<file path="src/inc/frame_accept_pkg.sv">
`default_nettype none
package frame_accept_pkg;
  // register indices: one word per register, byte address is four times
  // the index
  localparam logic [15:0] SYNC_MIN_IDX = 16'h630a;
  localparam logic [15:0] MAX_SLOT_IDX = 16'h630b;
  localparam logic [15:0] TYPEA_IDX = 16'h630c;
  localparam logic [15:0] STATUS_IDX = 16'h630d;
  localparam logic [1:0] WORD_SHIFT = 2'h2;
  localparam logic [7:0] SYNC_MIN_RESET = 8'h00;
  localparam logic [7:0] MAX_SLOT_RESET = 8'h00;
  localparam logic [7:0] TYPEA_RESET = 8'h62;
  localparam int SYNC_LEN_HI = 7;
  localparam int SYNC_LEN_LO = 6;
  localparam int LEN_HI = 5;
  localparam int LEN_LO = 0;
  localparam int HOLD_SEL_BIT = 7;
  localparam int HALF_SLOT_BIT = 6;
  localparam int SENS_HI = 7;
  localparam int SENS_LO = 5;
  localparam int TAU_HI = 4;
  localparam int TAU_LO = 3;
  localparam int HALT_BIT = 2;
  localparam int WAIT_HI = 1;
  localparam int WAIT_LO = 0;
  localparam logic [8:0] LEN_UNIT_SHIFT = 9'h002;
  localparam logic [8:0] LEN_ZERO_MAX = 9'h100;
  localparam logic [7:0] REQ_ONLY_CODE = 8'h52;
  localparam logic [7:0] SYNC_HEAD = 8'hb2;
  localparam logic [7:0] SYNC_TAIL = 8'h4d;
  localparam logic [7:0] SYNC_ZERO = 8'h00;
  localparam logic [1:0] HTRANS_NONSEQ = 2'h2;
  localparam logic [2:0] HSIZE_WORD = 3'h2;
  localparam logic [6:0] SLOT_212 = 7'h40;

  typedef enum logic [1:0] {
    RATE_106,
    RATE_212,
    RATE_424,
    RATE_848
  } rate_type;

  typedef struct packed {
    logic [1:0] syncPreambleLength;
    logic [5:0] minFrameLength;
  } sync_min_type;

  typedef struct packed {
    logic holdUntilSelection;
    logic halfSlotSelect;
    logic [5:0] maxFrameLength;
  } max_slot_type;

  typedef struct packed {
    logic valid;
    logic last;
    logic [7:0] data;
  } rx_byte_type;

  typedef struct packed {
    logic [2:0] millerDecoderSensitivity;
    logic [1:0] millerDecoderTimeConstant;
    logic [1:0] responseWaitExtra;
    logic [6:0] slotLength;
    logic [39:0] syncPattern;
    logic [2:0] syncBytes;
  } decoder_cfg_type;
endpackage
`default_nettype wire

</file>
<file path="src/core/frame_accept_config.sv">
// Implementation choice: register access over AHB-Lite.
`default_nettype none
// Notes on behaviour
// bits 7..6 of sync_min add zero to three 00 bytes ahead of B2 4D.
// bits 5..0 times four give the lower bound; shorter frames are dropped.
// at 106 kbit/s without sync detection the lower bound is not checked.
// max bits 5..0 times four give the upper bound; longer frames drop.
// a max field of zero accepts frames of up to 256 bytes.
// at 106 kbit/s without sync detection the upper bound is not checked.
// with hold set, autocoll ends only on a command after select or poll.
// with hold set, active communication is refused.
// at 424 kbit/s active, the half-slot bit gives half the 212 kbit/s slot.
// at 424 kbit/s active, half-slot clear gives the full 212 kbit/s slot.
// software or the internal state machine can set the halt status bit.
// while halted only request code 52h is taken as a request.
// an RF reset clears the halt status bit.
// wait field and bit phase give extra delay at 106 passive or autocoll.
// bits 7..5 of type A set the Miller decoder sensitivity.
// bits 4..3 of type A set the Miller decoder time constant.
// a frame outside the length window is neither delivered nor reported; the code still pulses frameReject and clears status bit 0.
module frame_accept_config (
  input wire logic clock,
  input wire logic rst_n,
  // ahb-lite slave
  input wire logic hsel,
  input wire logic [31:0] haddr,
  input wire logic [1:0] htrans,
  input wire logic hwrite,
  input wire logic [2:0] hsize,
  input wire logic [31:0] hwdata,
  input wire logic hready,
  output logic [31:0] hrdata,
  output logic hreadyout,
  output logic hresp,
  // receive path and protocol events
  input wire frame_accept_pkg::rx_byte_type rxIn,
  input wire frame_accept_pkg::rate_type rxRate,
  input wire logic syncDetectEnable,
  input wire logic activeMode,
  input wire logic autoCollRunning,
  input wire logic selectDone,
  input wire logic pollingDone,
  input wire logic validCommand,
  input wire logic haltEnter,
  input wire logic rfResetPin,
  input wire logic requestSeen,
  input wire logic [7:0] requestCode,
  input wire logic [6:0] transmitBitPhase,
  // outputs
  output logic frameAccept,
  output logic frameReject,
  output logic autoCollEnd,
  output logic activeRefused,
  output logic requestTaken,
  output logic [8:0] extraResponseDelay,
  output var frame_accept_pkg::decoder_cfg_type decoderCfg
);
  // --------------------------------------------------------------
  // registers
  // --------------------------------------------------------------
  frame_accept_pkg::sync_min_type syncMin_q;
  frame_accept_pkg::sync_min_type syncMin_d;
  frame_accept_pkg::max_slot_type maxSlot_q;
  frame_accept_pkg::max_slot_type maxSlot_d;
  logic [7:0] typeA_q;
  logic [7:0] typeA_d;
  logic wrPend_q;
  logic wrPend_d;
  logic [15:0] wrIdx_q;
  logic [15:0] wrIdx_d;
  logic [31:0] rdata_q;
  logic [31:0] rdata_d;
  logic [15:0] addrIdx;
  logic take;
  logic [7:0] rdByte;
  logic haltSet;
  logic haltClear;
  logic rfSync1_q;
  logic rfSync2_q;
  logic rfSync3_q;
  logic rfResetPulse;
  logic lastGood_q;
  logic autoWait_q;
  logic activeRefused_q;

  assign addrIdx = haddr[17:2];
  assign take = hsel && hready && htrans[1] &&
    hsize == frame_accept_pkg::HSIZE_WORD;

  // rf reset arrives from the analog side: two stages, then an edge
  always_ff @(posedge clock or negedge rst_n) begin
    if (!rst_n) begin
      rfSync1_q <= 1'b0;
      rfSync2_q <= 1'b0;
      rfSync3_q <= 1'b0;
    end else begin
      rfSync1_q <= rfResetPin;
      rfSync2_q <= rfSync1_q;
      rfSync3_q <= rfSync2_q;
    end
  end
  assign rfResetPulse = rfSync2_q && !rfSync3_q;

  assign haltSet = haltEnter;
  assign haltClear = rfResetPulse;

  always_comb begin
    if (addrIdx == frame_accept_pkg::SYNC_MIN_IDX) begin
      rdByte = syncMin_q;
    end else if (addrIdx == frame_accept_pkg::MAX_SLOT_IDX) begin
      rdByte = maxSlot_q;
    end else if (addrIdx == frame_accept_pkg::TYPEA_IDX) begin
      rdByte = typeA_q;
    end else if (addrIdx == frame_accept_pkg::STATUS_IDX) begin
      rdByte = {5'h00, autoWait_q, activeRefused_q, lastGood_q};
    end else begin
      rdByte = 8'h00;
    end
  end

  always_comb begin
    syncMin_d = syncMin_q;
    maxSlot_d = maxSlot_q;
    typeA_d = typeA_q;
    wrPend_d = 1'b0;
    wrIdx_d = wrIdx_q;
    rdata_d = rdata_q;
    if (take) begin
      wrPend_d = hwrite;
      wrIdx_d = addrIdx;
      if (!hwrite) begin
        rdata_d = {24'h000000, rdByte};
      end
    end
    if (wrPend_q) begin
      if (wrIdx_q == frame_accept_pkg::SYNC_MIN_IDX) begin
        syncMin_d = hwdata[7:0];
      end else if (wrIdx_q == frame_accept_pkg::MAX_SLOT_IDX) begin
        maxSlot_d = hwdata[7:0];
      end else if (wrIdx_q == frame_accept_pkg::TYPEA_IDX) begin
        typeA_d = hwdata[7:0];
      end
    end
    // hardware set beats the rf reset clear and a software write
    if (haltClear) begin
      typeA_d[frame_accept_pkg::HALT_BIT] = 1'b0;
    end
    if (haltSet) begin
      typeA_d[frame_accept_pkg::HALT_BIT] = 1'b1;
    end
  end

  always_ff @(posedge clock or negedge rst_n) begin
    if (!rst_n) begin
      syncMin_q <= frame_accept_pkg::SYNC_MIN_RESET;
      maxSlot_q <= frame_accept_pkg::MAX_SLOT_RESET;
      typeA_q <= frame_accept_pkg::TYPEA_RESET;
      wrPend_q <= 1'b0;
      wrIdx_q <= 16'h0000;
      rdata_q <= 32'h00000000;
    end else begin
      syncMin_q <= syncMin_d;
      maxSlot_q <= maxSlot_d;
      typeA_q <= typeA_d;
      wrPend_q <= wrPend_d;
      wrIdx_q <= wrIdx_d;
      rdata_q <= rdata_d;
    end
  end

  assign hrdata = rdata_q;
  assign hreadyout = 1'b1;
  assign hresp = 1'b0;

  // --------------------------------------------------------------
  // length window
  // --------------------------------------------------------------
  logic [8:0] minBytes;
  logic [8:0] maxBytes;
  logic checkEnable;
  logic frameDone;
  logic frameGood;

  assign minBytes = {3'h0, syncMin_q.minFrameLength}
    << frame_accept_pkg::LEN_UNIT_SHIFT;
  assign maxBytes = (maxSlot_q.maxFrameLength == 6'h00) ?
    frame_accept_pkg::LEN_ZERO_MAX :
    ({3'h0, maxSlot_q.maxFrameLength} <<
    frame_accept_pkg::LEN_UNIT_SHIFT);
  // no window at 106 kbit/s without sync detection
  assign checkEnable = !(rxRate == frame_accept_pkg::RATE_106 &&
    !syncDetectEnable);

  frame_length_gate #(
    .LEN_WIDTH(9)
  ) lengthGate (
    .clock(clock),
    .rst_n(rst_n),
    .checkEnable(checkEnable),
    .minBytes(minBytes),
    .maxBytes(maxBytes),
    .rxIn(rxIn),
    .frameDone(frameDone),
    .frameGood(frameGood)
  );

  // --------------------------------------------------------------
  // protocol state
  // --------------------------------------------------------------
  logic accept_q;
  logic accept_d;
  logic reject_q;
  logic reject_d;
  logic lastGood_d;
  logic selected_q;
  logic selected_d;
  logic autoWait_d;
  logic autoEnd_q;
  logic autoEnd_d;
  logic activeRefused_d;
  logic reqTaken_q;
  logic reqTaken_d;
  logic [8:0] delay_q;
  logic [8:0] delay_d;
  frame_accept_pkg::decoder_cfg_type cfg_q;
  frame_accept_pkg::decoder_cfg_type cfg_d;
  logic holdSel;
  logic halted;

  assign holdSel = maxSlot_q.holdUntilSelection;
  assign halted = typeA_q[frame_accept_pkg::HALT_BIT];

  always_comb begin
    accept_d = frameDone && frameGood;
    reject_d = frameDone && !frameGood;
    lastGood_d = frameDone ? frameGood : lastGood_q;
    autoWait_d = holdSel && autoCollRunning;
    selected_d = selected_q;
    autoEnd_d = 1'b0;
    if (!autoCollRunning) begin
      selected_d = 1'b0;
    end else if (selectDone || pollingDone) begin
      selected_d = 1'b1;
    end
    if (autoCollRunning && validCommand) begin
      // hold until a command follows a finished select or polling
      autoEnd_d = !holdSel || selected_q;
    end
    activeRefused_d = holdSel && activeMode;
    reqTaken_d = requestSeen &&
      (!halted || requestCode == frame_accept_pkg::REQ_ONLY_CODE);
    delay_d = 9'h000;
    if ((rxRate == frame_accept_pkg::RATE_106 && !activeMode) ||
        autoCollRunning) begin
      delay_d = {typeA_q[frame_accept_pkg::WAIT_HI:frame_accept_pkg::WAIT_LO],
        transmitBitPhase};
    end
    cfg_d.millerDecoderSensitivity =
      typeA_q[frame_accept_pkg::SENS_HI:frame_accept_pkg::SENS_LO];
    cfg_d.millerDecoderTimeConstant =
      typeA_q[frame_accept_pkg::TAU_HI:frame_accept_pkg::TAU_LO];
    cfg_d.responseWaitExtra =
      typeA_q[frame_accept_pkg::WAIT_HI:frame_accept_pkg::WAIT_LO];
    cfg_d.slotLength = frame_accept_pkg::SLOT_212;
    if (activeMode && rxRate == frame_accept_pkg::RATE_424 &&
        maxSlot_q.halfSlotSelect) begin
      cfg_d.slotLength = frame_accept_pkg::SLOT_212 >> 1;
    end // otherwise the full 212 slot
    cfg_d.syncBytes = 3'(syncMin_q.syncPreambleLength) + 3'h2;
    cfg_d.syncPattern = {frame_accept_pkg::SYNC_ZERO,
      frame_accept_pkg::SYNC_ZERO, frame_accept_pkg::SYNC_ZERO,
      frame_accept_pkg::SYNC_HEAD, frame_accept_pkg::SYNC_TAIL};
  end

  always_ff @(posedge clock or negedge rst_n) begin
    if (!rst_n) begin
      accept_q <= 1'b0;
      reject_q <= 1'b0;
      lastGood_q <= 1'b0;
      selected_q <= 1'b0;
      autoWait_q <= 1'b0;
      autoEnd_q <= 1'b0;
      activeRefused_q <= 1'b0;
      reqTaken_q <= 1'b0;
      delay_q <= 9'h000;
      cfg_q <= '0;
    end else begin
      accept_q <= accept_d;
      reject_q <= reject_d;
      lastGood_q <= lastGood_d;
      selected_q <= selected_d;
      autoWait_q <= autoWait_d;
      autoEnd_q <= autoEnd_d;
      activeRefused_q <= activeRefused_d;
      reqTaken_q <= reqTaken_d;
      delay_q <= delay_d;
      cfg_q <= cfg_d;
    end
  end

  assign frameAccept = accept_q;
  assign frameReject = reject_q;
  assign autoCollEnd = autoEnd_q;
  assign activeRefused = activeRefused_q;
  assign requestTaken = reqTaken_q;
  assign extraResponseDelay = delay_q;
  assign decoderCfg = cfg_q;

  // --------------------------------------------------------------
  // checks
  // --------------------------------------------------------------
  reject_no_accept_a: assert property (
    @(posedge clock) disable iff (!rst_n)
    frameDone && !frameGood |=> frameReject && !frameAccept)
    else $error("rejected frame reported as accepted");
  halt_request_a: assert property (
    @(posedge clock) disable iff (!rst_n)
    requestSeen && halted && requestCode != frame_accept_pkg::REQ_ONLY_CODE
    |=> !requestTaken) else $error("halted took wrong request");
  halt_rf_clear_a: assert property (
    @(posedge clock) disable iff (!rst_n)
    rfResetPulse && !haltEnter |=> !typeA_q[frame_accept_pkg::HALT_BIT])
    else $error("rf reset left halt set");
  halt_set_a: assert property (
    @(posedge clock) disable iff (!rst_n)
    haltEnter |=> typeA_q[frame_accept_pkg::HALT_BIT])
    else $error("halt not set");
  hold_active_a: assert property (
    @(posedge clock) disable iff (!rst_n)
    holdSel && activeMode |=> activeRefused) else $error("active allowed");
  hold_end_a: assert property (
    @(posedge clock) disable iff (!rst_n)
    autoCollEnd |-> !$past(holdSel) || $past(selected_q))
    else $error("autocoll ended early");
  half_slot_a: assert property (
    @(posedge clock) disable iff (!rst_n)
    activeMode && rxRate == frame_accept_pkg::RATE_424 &&
    maxSlot_q.halfSlotSelect |=> decoderCfg.slotLength ==
    (frame_accept_pkg::SLOT_212 >> 1)) else $error("slot not halved");
  full_slot_a: assert property (
    @(posedge clock) disable iff (!rst_n)
    !maxSlot_q.halfSlotSelect |=> decoderCfg.slotLength ==
    frame_accept_pkg::SLOT_212) else $error("slot not full");
endmodule
`default_nettype wire

</file>
<file path="src/core/frame_length_gate.sv">
`default_nettype none
// --------------------------------------------------------------
// length window check on one frame
// --------------------------------------------------------------
module frame_length_gate #(
  parameter int LEN_WIDTH = 9
) (
  input wire logic clock,
  input wire logic rst_n,
  input wire logic checkEnable,
  input wire logic [LEN_WIDTH-1:0] minBytes,
  input wire logic [LEN_WIDTH-1:0] maxBytes,
  input wire frame_accept_pkg::rx_byte_type rxIn,
  output logic frameDone,
  output logic frameGood
);
  logic [LEN_WIDTH-1:0] count_q;
  logic [LEN_WIDTH-1:0] count_d;
  logic over_q;
  logic over_d;
  logic done_q;
  logic done_d;
  logic good_q;
  logic good_d;
  logic [LEN_WIDTH-1:0] lenNow;

  always_comb begin
    count_d = count_q;
    over_d = over_q;
    done_d = 1'b0;
    good_d = good_q;
    lenNow = count_q + LEN_WIDTH'(1);
    if (rxIn.valid) begin
      if (count_q == '1) begin
        over_d = 1'b1;
      end else begin
        count_d = lenNow;
      end
      if (rxIn.last) begin
        done_d = 1'b1;
        // shorter or longer than the window is dropped
        good_d = !checkEnable ||
          (!over_q && lenNow >= minBytes && lenNow <= maxBytes);
        count_d = '0;
        over_d = 1'b0;
      end
    end
  end

  always_ff @(posedge clock or negedge rst_n) begin
    if (!rst_n) begin
      count_q <= '0;
      over_q <= 1'b0;
      done_q <= 1'b0;
      good_q <= 1'b0;
    end else begin
      count_q <= count_d;
      over_q <= over_d;
      done_q <= done_d;
      good_q <= good_d;
    end
  end

  assign frameDone = done_q;
  assign frameGood = good_q;
endmodule
`default_nettype wire

</file>
<file path="config.mk">
export PLATFORM = sky130hd
export DESIGN_NAME = frame_accept_config
export DESIGN_NICKNAME = d
export VERILOG_FILES = /design/src/inc/frame_accept_pkg.sv /design/src/core/frame_accept_config.sv /design/src/core/frame_length_gate.sv
export SDC_FILE = /design/constraint.sdc
export NUM_CORES = 1
export LEC_CHECK = 0
export BUFFER_PORTS_ARGS = -buffer_cell sky130_fd_sc_hd__buf_2
export CAP_MARGIN = 20
export CORE_MARGIN = 2
export CORE_UTILIZATION = 35
export DETAILED_ROUTE_END_ITERATION = 10
export GPL_ROUTABILITY_DRIVEN = 1
export SYNTH_ARGS = -nofsm -noshare
export SYNTH_HDL_FRONTEND = slang
export SYNTH_SLANG_ARGS = --single-unit
</file>
<file path="constraint.sdc">
create_clock -name clock -period 4.2 [get_ports clock]
set_input_delay 0.21 -clock clock [delete_from_list [all_inputs] [get_ports clock]]
set_output_delay 0.21 -clock clock [all_outputs]
set_load 0.02 [all_outputs]
</file>
== Word level (Yosys, flattened, before mapping) ==
Index checks and enable logic that the tools add are counted.
Operators by class
  multiply operators: 0
  add/sub/neg operators: 2
  equality and inequality tests: 15
  reductions and logical operators: 41
  muxes and demuxes: 23
  div/mod/pow operators: 0
  order comparisons: 2
  shifts and indexed selects: 0
  bitwise gates (word level): 3
Operator list (count)
  $eq 16x15->1 const B: 7
  $mux 9: 4
  $mux 8: 3
  $logic_and 1x1->1: 16
  $mux 3: 5
  $mux 1: 10
  $reduce_and 2->1: 5
  $add 9x1->9 const B: 1
  $eq 9x9->1 const B: 1
  $ge 9x8->1: 1
  $le 9x9->1: 1
  $eq 8x7->1 const B: 1
  $reduce_and 4->1: 2
  $logic_not 1->1: 7
  $mux 7: 1
  $logic_not 6->1: 1
  $ne 3x3->1 const B: 2
  $reduce_bool 3->1: 2
  $logic_or 1x1->1: 5
  $add 2x2->3 const B: 1
  $eq 3x2->1 const B: 1
  $not 1->1: 3
  $reduce_and 3->1: 1
  $eq 2x2->1 const B: 1
  other kinds (4): 4
Word-level totals
  bits in latches: 0
  bits in read-only memories: 0
  flip-flop bits (word level): 99
  memories kept: 0
  RAM bits: 0

== Longest topological paths before layout ==
Gate-level depths: netlist of the first run.
  depth after elaboration: 7
  gate-level depth with buffers: 10
  mapped depth without buffers: 10

== By module ==
A second synthesis of the first run with hierarchy kept.
Unflattened totals
  cells, all modules: 418
  area total of the unflattened synthesis: 4842.1 µm²
By module, submodules not included
  frame_accept_config: area an instance 3779.9 µm², instances 1, cells each 298
  frame_length_gate: area an instance 1062.3 µm², instances 1, cells each 120

== Worst setup path after synthesis of the first run ==
No wires, ideal clock.
  path type: register to register
  start point: register lengthGate.count_q[0]
  end point: register lengthGate.good_q, in the netlist lengthGate.frameGood
  arrival: 2522 ps
  period minus slack after synthesis: 2616 ps
  stages on the path, launching flop included: 11
  setup slack: 1584 ps
  cell sequence: dfrtp_1 > ha_1 > nand3_1 > nor4_1 > ha_1 > ha_1 > nand3_1 > nor2_1 > a2111oi_0 > nand3_1 > a221oi_2
Between the ends
  longest elaborated chain between the ends: 5
  elaborated cells on any way between the ends: 6
Ends and longest elaborated chain
  start: declaration: line frame_length_gate.sv:17  | logic [LEN_WIDTH-1:0] count_q;
  start signal: assignment: line frame_length_gate.sv:57  | count_q <= count_d;
  $add 9x1->9 (*): line frame_length_gate.sv:32  | lenNow = count_q + LEN_WIDTH'(1);
  $ge 9x8->1: line frame_length_gate.sv:43  | (!over_q && lenNow >= minBytes && lenNow <= maxBytes);
  $logic_and 1x1->1: line frame_length_gate.sv:43
  $logic_and 1x1->1 (*): line frame_length_gate.sv:43
  $logic_or 1x1->1 (*): line frame_length_gate.sv:42  | good_d = !checkEnable ||
  end signal: assignment: line frame_length_gate.sv:60  | good_q <= good_d;
  end: declaration: line frame_length_gate.sv:23  | logic good_q;
Every way passes the cells marked *; elsewhere a longest branch is shown, timed or not.
A chain may end at the register's enable or synchronous reset.

== Final worst setup path of the first run ==
Same ends and word-level chain as after synthesis.

==> flow_summary.toml, run 1 <==
[finish]
diodes = 0
instances_no_fill = 693
fill_cells = 1270
final_cell_area_um2 = 5340
drive_above_1_share_pct = 31.1
area_delta_synth_final_pct = 15.3
fin_nets = 633

[synthesis]
ys_types = 53
ys_ff_latch = 94
netlist_area_um2 = 4630
synthArstFlopShare_pct = 100
ys.flop_type = "dfrtp_1"
ys_seq_area_share_pct = 50.9
synth.avg_cell_area_um2 = 11.3
synthCells = 410
synth.most_common_cell = "dfrtp_1"
yosys_warnings = 0
synth.top_cell.area_share_pct = 49.2
synth_edf_count = 0
synthTopCellsByArea = "dfrtp_1 (49%), buf_4 (12%), mux2_2 (7.3%)"
yosys-top-cells-count = "dfrtp_1 (91), buf_4 (71), mux2_2 (30), nand2_1 (25), inv_1 (23)"
yosys.area.top_type = "dfrtp_1"

[hold_path]
min_path_cells = 2
min_from = "haltEnter"
hold_path_class = "in -> reg"
hold_end = "typeA_q[2]"

[die]
pin_count = 215
placementRows = 42
start_util_pct = 35.4
chipWidth_um = 119
core_um2 = 13100
die_area_um2 = 14200
die_h_um = 119

[cts]
numCtsBuffers = 9
cts_tree = "built"
cts_setup_buffers = 0
cts_max_path_buffers = 2
htreeDepth = 3
clk_latency_ps = 340
clk_pin_slew_ps = 60
clock-sinks = 94
cts_root_buffer = "clkbuf_16"

[sta]
worst_pin_slew_ps = 891
skew_ps = 7.26
rsz0062_at_grt = "no"
hold_violations = 0
fin_crit_sh_pct = 75.4
max_freq_mhz = 316
timing.hold.ws_ps = 78.8
setup_slack_ps = 1030
final.setup.tns_ps = 0
max_slew_margin_pct = 40.1
setup_violations = 0
maxSlewViolCount = 0
period_needed_ps = 3170

[placed_design]
dp_cells = 673
place_area_um2 = 5040
io_buffers = 102
dpl.hpwl_mm = 7.07
dp_slack_ps = 1100
gp_congestion = 0.779

[drt]
vias = 3172
routedWlPerCell_um = 13.7
drt.antenna.violating_nets = 0
first_pass_iters = 4
via_per_inst = 4.58
drt-initial-drc-count = 171
wirelength_mm = 9.49
drc = 0

[global_routing]
grt_pass1_wl_mm = 15.6
grt_antenna_before_repair = 0
grt_overflow_total = 0
grt_pass1_vias = 3050
grt_max_degree = 60
grt_use_total_pct = 13.9

[worst_setup_path]
max_stage_delay_ps = 480
path_class = "reg -> reg"
cp-start-kind = "flop"
required_ps = 4440
critical-path-top-delay-family = "adder cells"
r2r_cells = 10
crit_chain = "ha_1 -> nand3_1 -> nor4_1 -> ha_1 -> ha_1 -> nand3_1 -> nor2_1 -> a2111oi_0 -> nand3_1 -> a221oi_2"
worstReg2RegStart = "lengthGate.count_q[0]"
slowest_stage = "dfrtp_1"
worst_ep_arrival_time_ps = 3410
reg2reg_to = "lengthGate.frameGood"
cp_num_buf_inv = 0
crit_fanout = 7
end_kind = "flop"
rrSetupSlack_ps = 1030

[pwr]
power.density_nw_per_um2 = 370
vdd_ir_drop_max_mv = 0.180
p_leak_nw = 2.67

[outcome]
status = "finished, final reports clean"

[flow_run]
drv_cap = 0
-- how the worst max path moves through the flow --
stage | start | to | depth (start not counted) | slack, ps
after global placement | lengthGate.count_q[0] | lengthGate.frameGood | 10 | 1220
final | lengthGate.count_q[0] | lengthGate.frameGood | 10 | 1030
after floorplan | lengthGate.count_q[0] | lengthGate.frameGood | 10 | 1580
after global routing | lengthGate.count_q[0] | lengthGate.frameGood | 10 | 750
after CTS | lengthGate.count_q[0] | lengthGate.frameGood | 10 | 1050
after detailed placement | lengthGate.count_q[0] | lengthGate.frameGood | 10 | 1100
-- registers in the layout, summed over array words and instances, names as in the netlist, 2 cells and up --
register,flops
syncMin_q,2
extraResponseDelay,9
maxSlot_q,7
wrIdx_q,16
hrdata,8
lengthGate.count_q,9
decoderCfg,13
typeA_q,8
minBytes,6
-- per-stage QoR --
step           util, %  total power, W
2_1_floorplan        -         0.00123
3_3_place_gp      38.6         0.00126
3_5_place_dp      38.6         0.00127
4_1_cts           40.7         0.00200
5_1_grt           40.8         0.00207
6_report          40.8         0.00198
-- metal layers --
layer | track usage (%) | wire (um) | up-vias
li1 | - | - | 1511
met1 | 17.7 | 4080 | 1565
met2 | 23.3 | 4870 | 86
met3 | 2.63 | 400 | 10
met4 | 5.43 | 139 | 0
met5 | 0 | 0 | -
-- area by class of cell --
cell class / count / area (um^2) / share of cell area (%)
inverter: 23 / 86.3 / 1.62
clock buffer: 12 / 236 / 4.43
clock inverter: 4 / 26.3 / 0.492
sequential: 94 / 2360 / 44.1
tap: 176 / 220 / 4.13
timing repair buffer: 108 / 558 / 10.5
multi-input combinational: 276 / 1850 / 34.7
-- worst reg2reg max path, stage by stage, from the launching register on --
cell and delay [ps]:
dfrtp_1 480, ha_1 290, nand3_1 230, nor4_1 330, ha_1 350, ha_1 340
nand3_1 120, nor2_1 70, a2111oi_0 440, nand3_1 150, a221oi_2 260
-- report_power, final --
group	leakage (nW)	switching (W)	internal [W]
registers	1.20	0.0000435	0.000959
clock network	0.127	0.000323	0.000401
logic	1.35	0.000153	0.0000967
-- timing repair --
action	in CTS	in global routing
hold buffers	2	0
endpoints found under the hold margin	58	0
resized for setup	0	0
-- cell usage in the layout (no fill, tap or decap), types with 3 or more instances in the layout --
cell type and n:
nand2b_1 3, nand4b_1 5, a22oi_1 6, conb_1 64, o31a_1 4, and2_1 4
dfrtp_1 91, nor4_1 4, mux2_2 30, ha_1 11, dfstp_2 3, clkbuf_16 9
buf_4 3, nor2b_1 13, nor2_1 9, inv_1 23, nand3_1 6, nor4b_1 3
nor3_1 6, a222oi_1 5, o21ai_0 19, buf_2 102, xnor2_1 8, clkbuf_1 3
o22ai_1 8, nand2_1 25, nor4bb_1 4, a21oi_1 9
-- cells by family after synthesis --
| group | count (synthesis) | synth area share (%) |
|---|---|---|
| buffers and inverters | 102 | 14.1 |
| flip-flops | 94 | 50.9 |
| AND/OR/NAND/NOR | 94 | 12.6 |
| AO/OA/AOI/OAI | 65 | 9.54 |
| multiplexers | 31 | 7.51 |
| adder cells (fa/ha/maj) | 12 | 3.19 |
| XOR/XNOR | 10 | 2.05 |
| other | 2 | 0.162 |
Note: power is estimated with default switching activity, not from simulation.
==> inputs of run 2 (changes only) <==
--- a/config.mk
+++ b/config.mk
@@ -5,6 +5,7 @@
 export SDC_FILE = /design/constraint.sdc
 export NUM_CORES = 1
 export LEC_CHECK = 0
+export ABC_AREA = 1
 export BUFFER_PORTS_ARGS = -buffer_cell sky130_fd_sc_hd__buf_2
 export CAP_MARGIN = 20
 export CORE_MARGIN = 2
==> constraint.sdc (replaced) <==
create_clock -name clock -period 3.3 [get_ports clock]
set_input_delay 0.165 -clock clock [delete_from_list [all_inputs] [get_ports clock]]
set_output_delay 0.165 -clock clock [all_outputs]
set_load 0.02 [all_outputs]
==> run 2 against run 1 <==
  * Count of clock-buffer cells in the layout down 2
  * Sequential power up 25%
  * Synthesized cell count up 34%
  * Non-clock buffer count down 1
  * Largest power group unchanged
  * Flip-flop and latch count unchanged
  * Die area up 4.5%
  * Critical endpoint unchanged
  * Combinational power up 8.8%
  * Clock power up 46%
  * First-iteration DRC count up 32%
  * Clock skew up 2.6 ps
  * Wire length up 7.5%
  * Power up 31%
  * Critical path type unchanged
==> flow_summary.toml, run 2 <==
[sta]
final.setup.tns_ps = 0
max_freq_mhz = 425
fin_crit_sh_pct = 71.4
setup_slack_ps = 945
period_needed_ps = 2350
skew_ps = 9.89
setup_violations = 0
rsz0062_at_grt = "no"
timing.hold.ws_ps = 13.9
hold_violations = 0
maxSlewViolCount = 0
max_slew_margin_pct = 42.8
worst_pin_slew_ps = 858

[cts]
clock-sinks = 94
numCtsBuffers = 9
cts_tree = "built"
clk_pin_slew_ps = 70
clk_latency_ps = 350
cts.repair.resized = 0
cts_setup_buffers = 0
htreeDepth = 3
cts_root_buffer = "clkbuf_16"
cts_max_path_buffers = 2

[drt]
first_pass_iters = 4
vias = 3690
drc = 0
drt.antenna.violating_nets = 0
routedWlPerCell_um = 12.2
drt-initial-drc-count = 225
via_per_inst = 4.43
wirelength_mm = 10.2

[pwr]
power.density_nw_per_um2 = 462
p_int_w = 0.00189
power_switching_w = 0.000689
p_clk_share_pct = 41.2
p_leak_nw = 3.11
power_frac_comb_pct = 10.5
vdd_ir_drop_max_mv = 0.238
swShare_pct = 26.7
p_seq_share_pct = 48.3

[synthesis]
yosys.area.top_type = "dfrtp_1"
ys.flop_type = "dfrtp_1"
synthCells = 548
netlist_area_um2 = 4850
synth_edf_count = 0
yosys_warnings = 0
synthArstFlopShare_pct = 100
yosys-top-cells-count = "nand2_1 (93), dfrtp_1 (91), inv_1 (88), buf_4 (70), o21ai_0 (54)"
ys_seq_area_share_pct = 48.6
ys_types = 43
synthTopCellsByArea = "dfrtp_1 (47%), buf_4 (11%), nand2_1 (7.2%)"
synth.top_cell.area_share_pct = 47.0
ys_ff_latch = 94
synth.most_common_cell = "nand2_1"
synth.avg_cell_area_um2 = 8.85

[finish]
fin_nets = 769
area_delta_synth_final_pct = 15.3
largest_reg_flops = 16
top_register = "wrIdx_q"
fill_cells = 1389
drive_above_1_share_pct = 22.8
final_common_cell = "buf_2"
final_cell_mix = "buf_2 (101), nand2_1 (93), dfrtp_1 (91), inv_1 (88), conb_1 (64)"
diodes = 0

[hold_path]
hold_path_class = "in -> reg"

[die]
placementRows = 43
start_util_pct = 35.3
pin_count = 215
chipWidth_um = 122
core_um2 = 13700
die_h_um = 122
die_area_um2 = 14800

[worst_setup_path]
path_class = "reg -> reg"
cp_num_buf_inv = 1
critical-path-top-delay-family = "adder cells"
cp-start-kind = "flop"
max_stage_delay_ps = 410
crit_fanout = 4
cp_common_cell = "nand2_1"
end_kind = "flop"
required_ps = 3540
worst_ep_arrival_time_ps = 2590
crit_chain = "ha_1 -> nand3_1 -> nor4_1 -> ha_1 -> ha_1 -> nand3_1 -> inv_1 -> nand2_1 -> nor2_2 -> nand2_1 -> nand2_1 -> nand2_1 -> nand3_2 -> a21oi_2"
slowest_stage = "dfrtp_1"

[placed_design]
dp_slack_ps = 921
dpl.hpwl_mm = 7.85
gp_congestion = 0.802
io_buffers = 102

[global_routing]
grt_pass1_vias = 3580
grt_overflow_total = 0
grt_use_total_pct = 14.3
grt_antenna_before_repair = 1
grt_max_degree = 42
grt_pass1_wl_mm = 16.5

[flow_run]
drv_cap = 0

[outcome]
status = "finished, final reports clean"
## run 2: timing repair
item	CTS	global route
endpoints found under the setup margin	0	0
endpoints found under the hold margin	40	0
hold buffers	2	0
## run 2: cell type report
type / instances / area, um^2 / share of cell area (%)
flip-flops and latches: 94 / 2360 / 42.2
clock inverters: 6 / 73.8 / 1.32
repair buffers: 107 / 556 / 9.94
inverters: 88 / 330 / 5.91
clock buffers: 10 / 229 / 4.10
multi-input cells: 348 / 1820 / 32.5
well taps: 180 / 225 / 4.03
## run 2: power by group through the flow
stage               clock (W)  combinational (W)  sequential [W]
global placement            0           0.000265         0.00127
floorplan                   0           0.000218         0.00128
detailed placement          0           0.000272         0.00127
CTS                   0.00109           0.000274         0.00125
finish                0.00106           0.000271         0.00125
global route          0.00115           0.000304         0.00125
## run 2: cells by family (layout without fill, tap and decap cells)
kind of cell	count (synthesis)	count (layout)	synth area share, %
AND/OR/NAND/NOR	187	187	19.0
flip-flops	94	94	48.6
adder cells (fa/ha/maj)	11	11	2.84
AO/OA/AOI/OAI	78	78	9.03
other	2	64	0.155
buffers and inverters	168	211	18.7
XOR/XNOR	4	4	0.723
multiplexers	4	4	0.929
## run 2: worst paths after layout
path	end	slack, ps	from	depth (start not counted)
setup / recovery	lengthGate.frameGood	950	lengthGate.count_q[1]	14
min in group asynchronous	wrIdx_q[12]	340	rst_n	2
setup reg to reg	lengthGate.frameGood	950	lengthGate.count_q[1]	14
max in group asynchronous	typeA_q[6]	2150	rst_n	3
hold / removal	extraResponseDelay[6]	10	transmitBitPhase[6]	3
hold reg to reg	rfSync2_q	350	rfSync1_q	0
## run 2: per-layer routing
metal | vias to the layer above | wire [um] | track usage, %
met2 | 126 | 4800 | 24.2
met1 | 1738 | 4500 | 17.5
met3 | 16 | 696 | 3.65
met4 | 2 | 197 | 5.60
met5 | - | 13 | 0
li1 | 1808 | - | -
## run 2: tightest hold or removal path, stage by stage
cell	delay [ps]
buf_2	90
inv_1	40
nor2_1	30
## run 2: stage by stage
step	cell area (um^2)	power, W	cells	util, %
floorplan	5080	0.00149	610	-
global placement	5270	0.00153	815	38.4
detailed placement	5270	0.00154	815	38.4
CTS	5590	0.00261	833	40.7
global route	5590	0.00271	833	40.7
finish	5590	0.00258	833	40.7
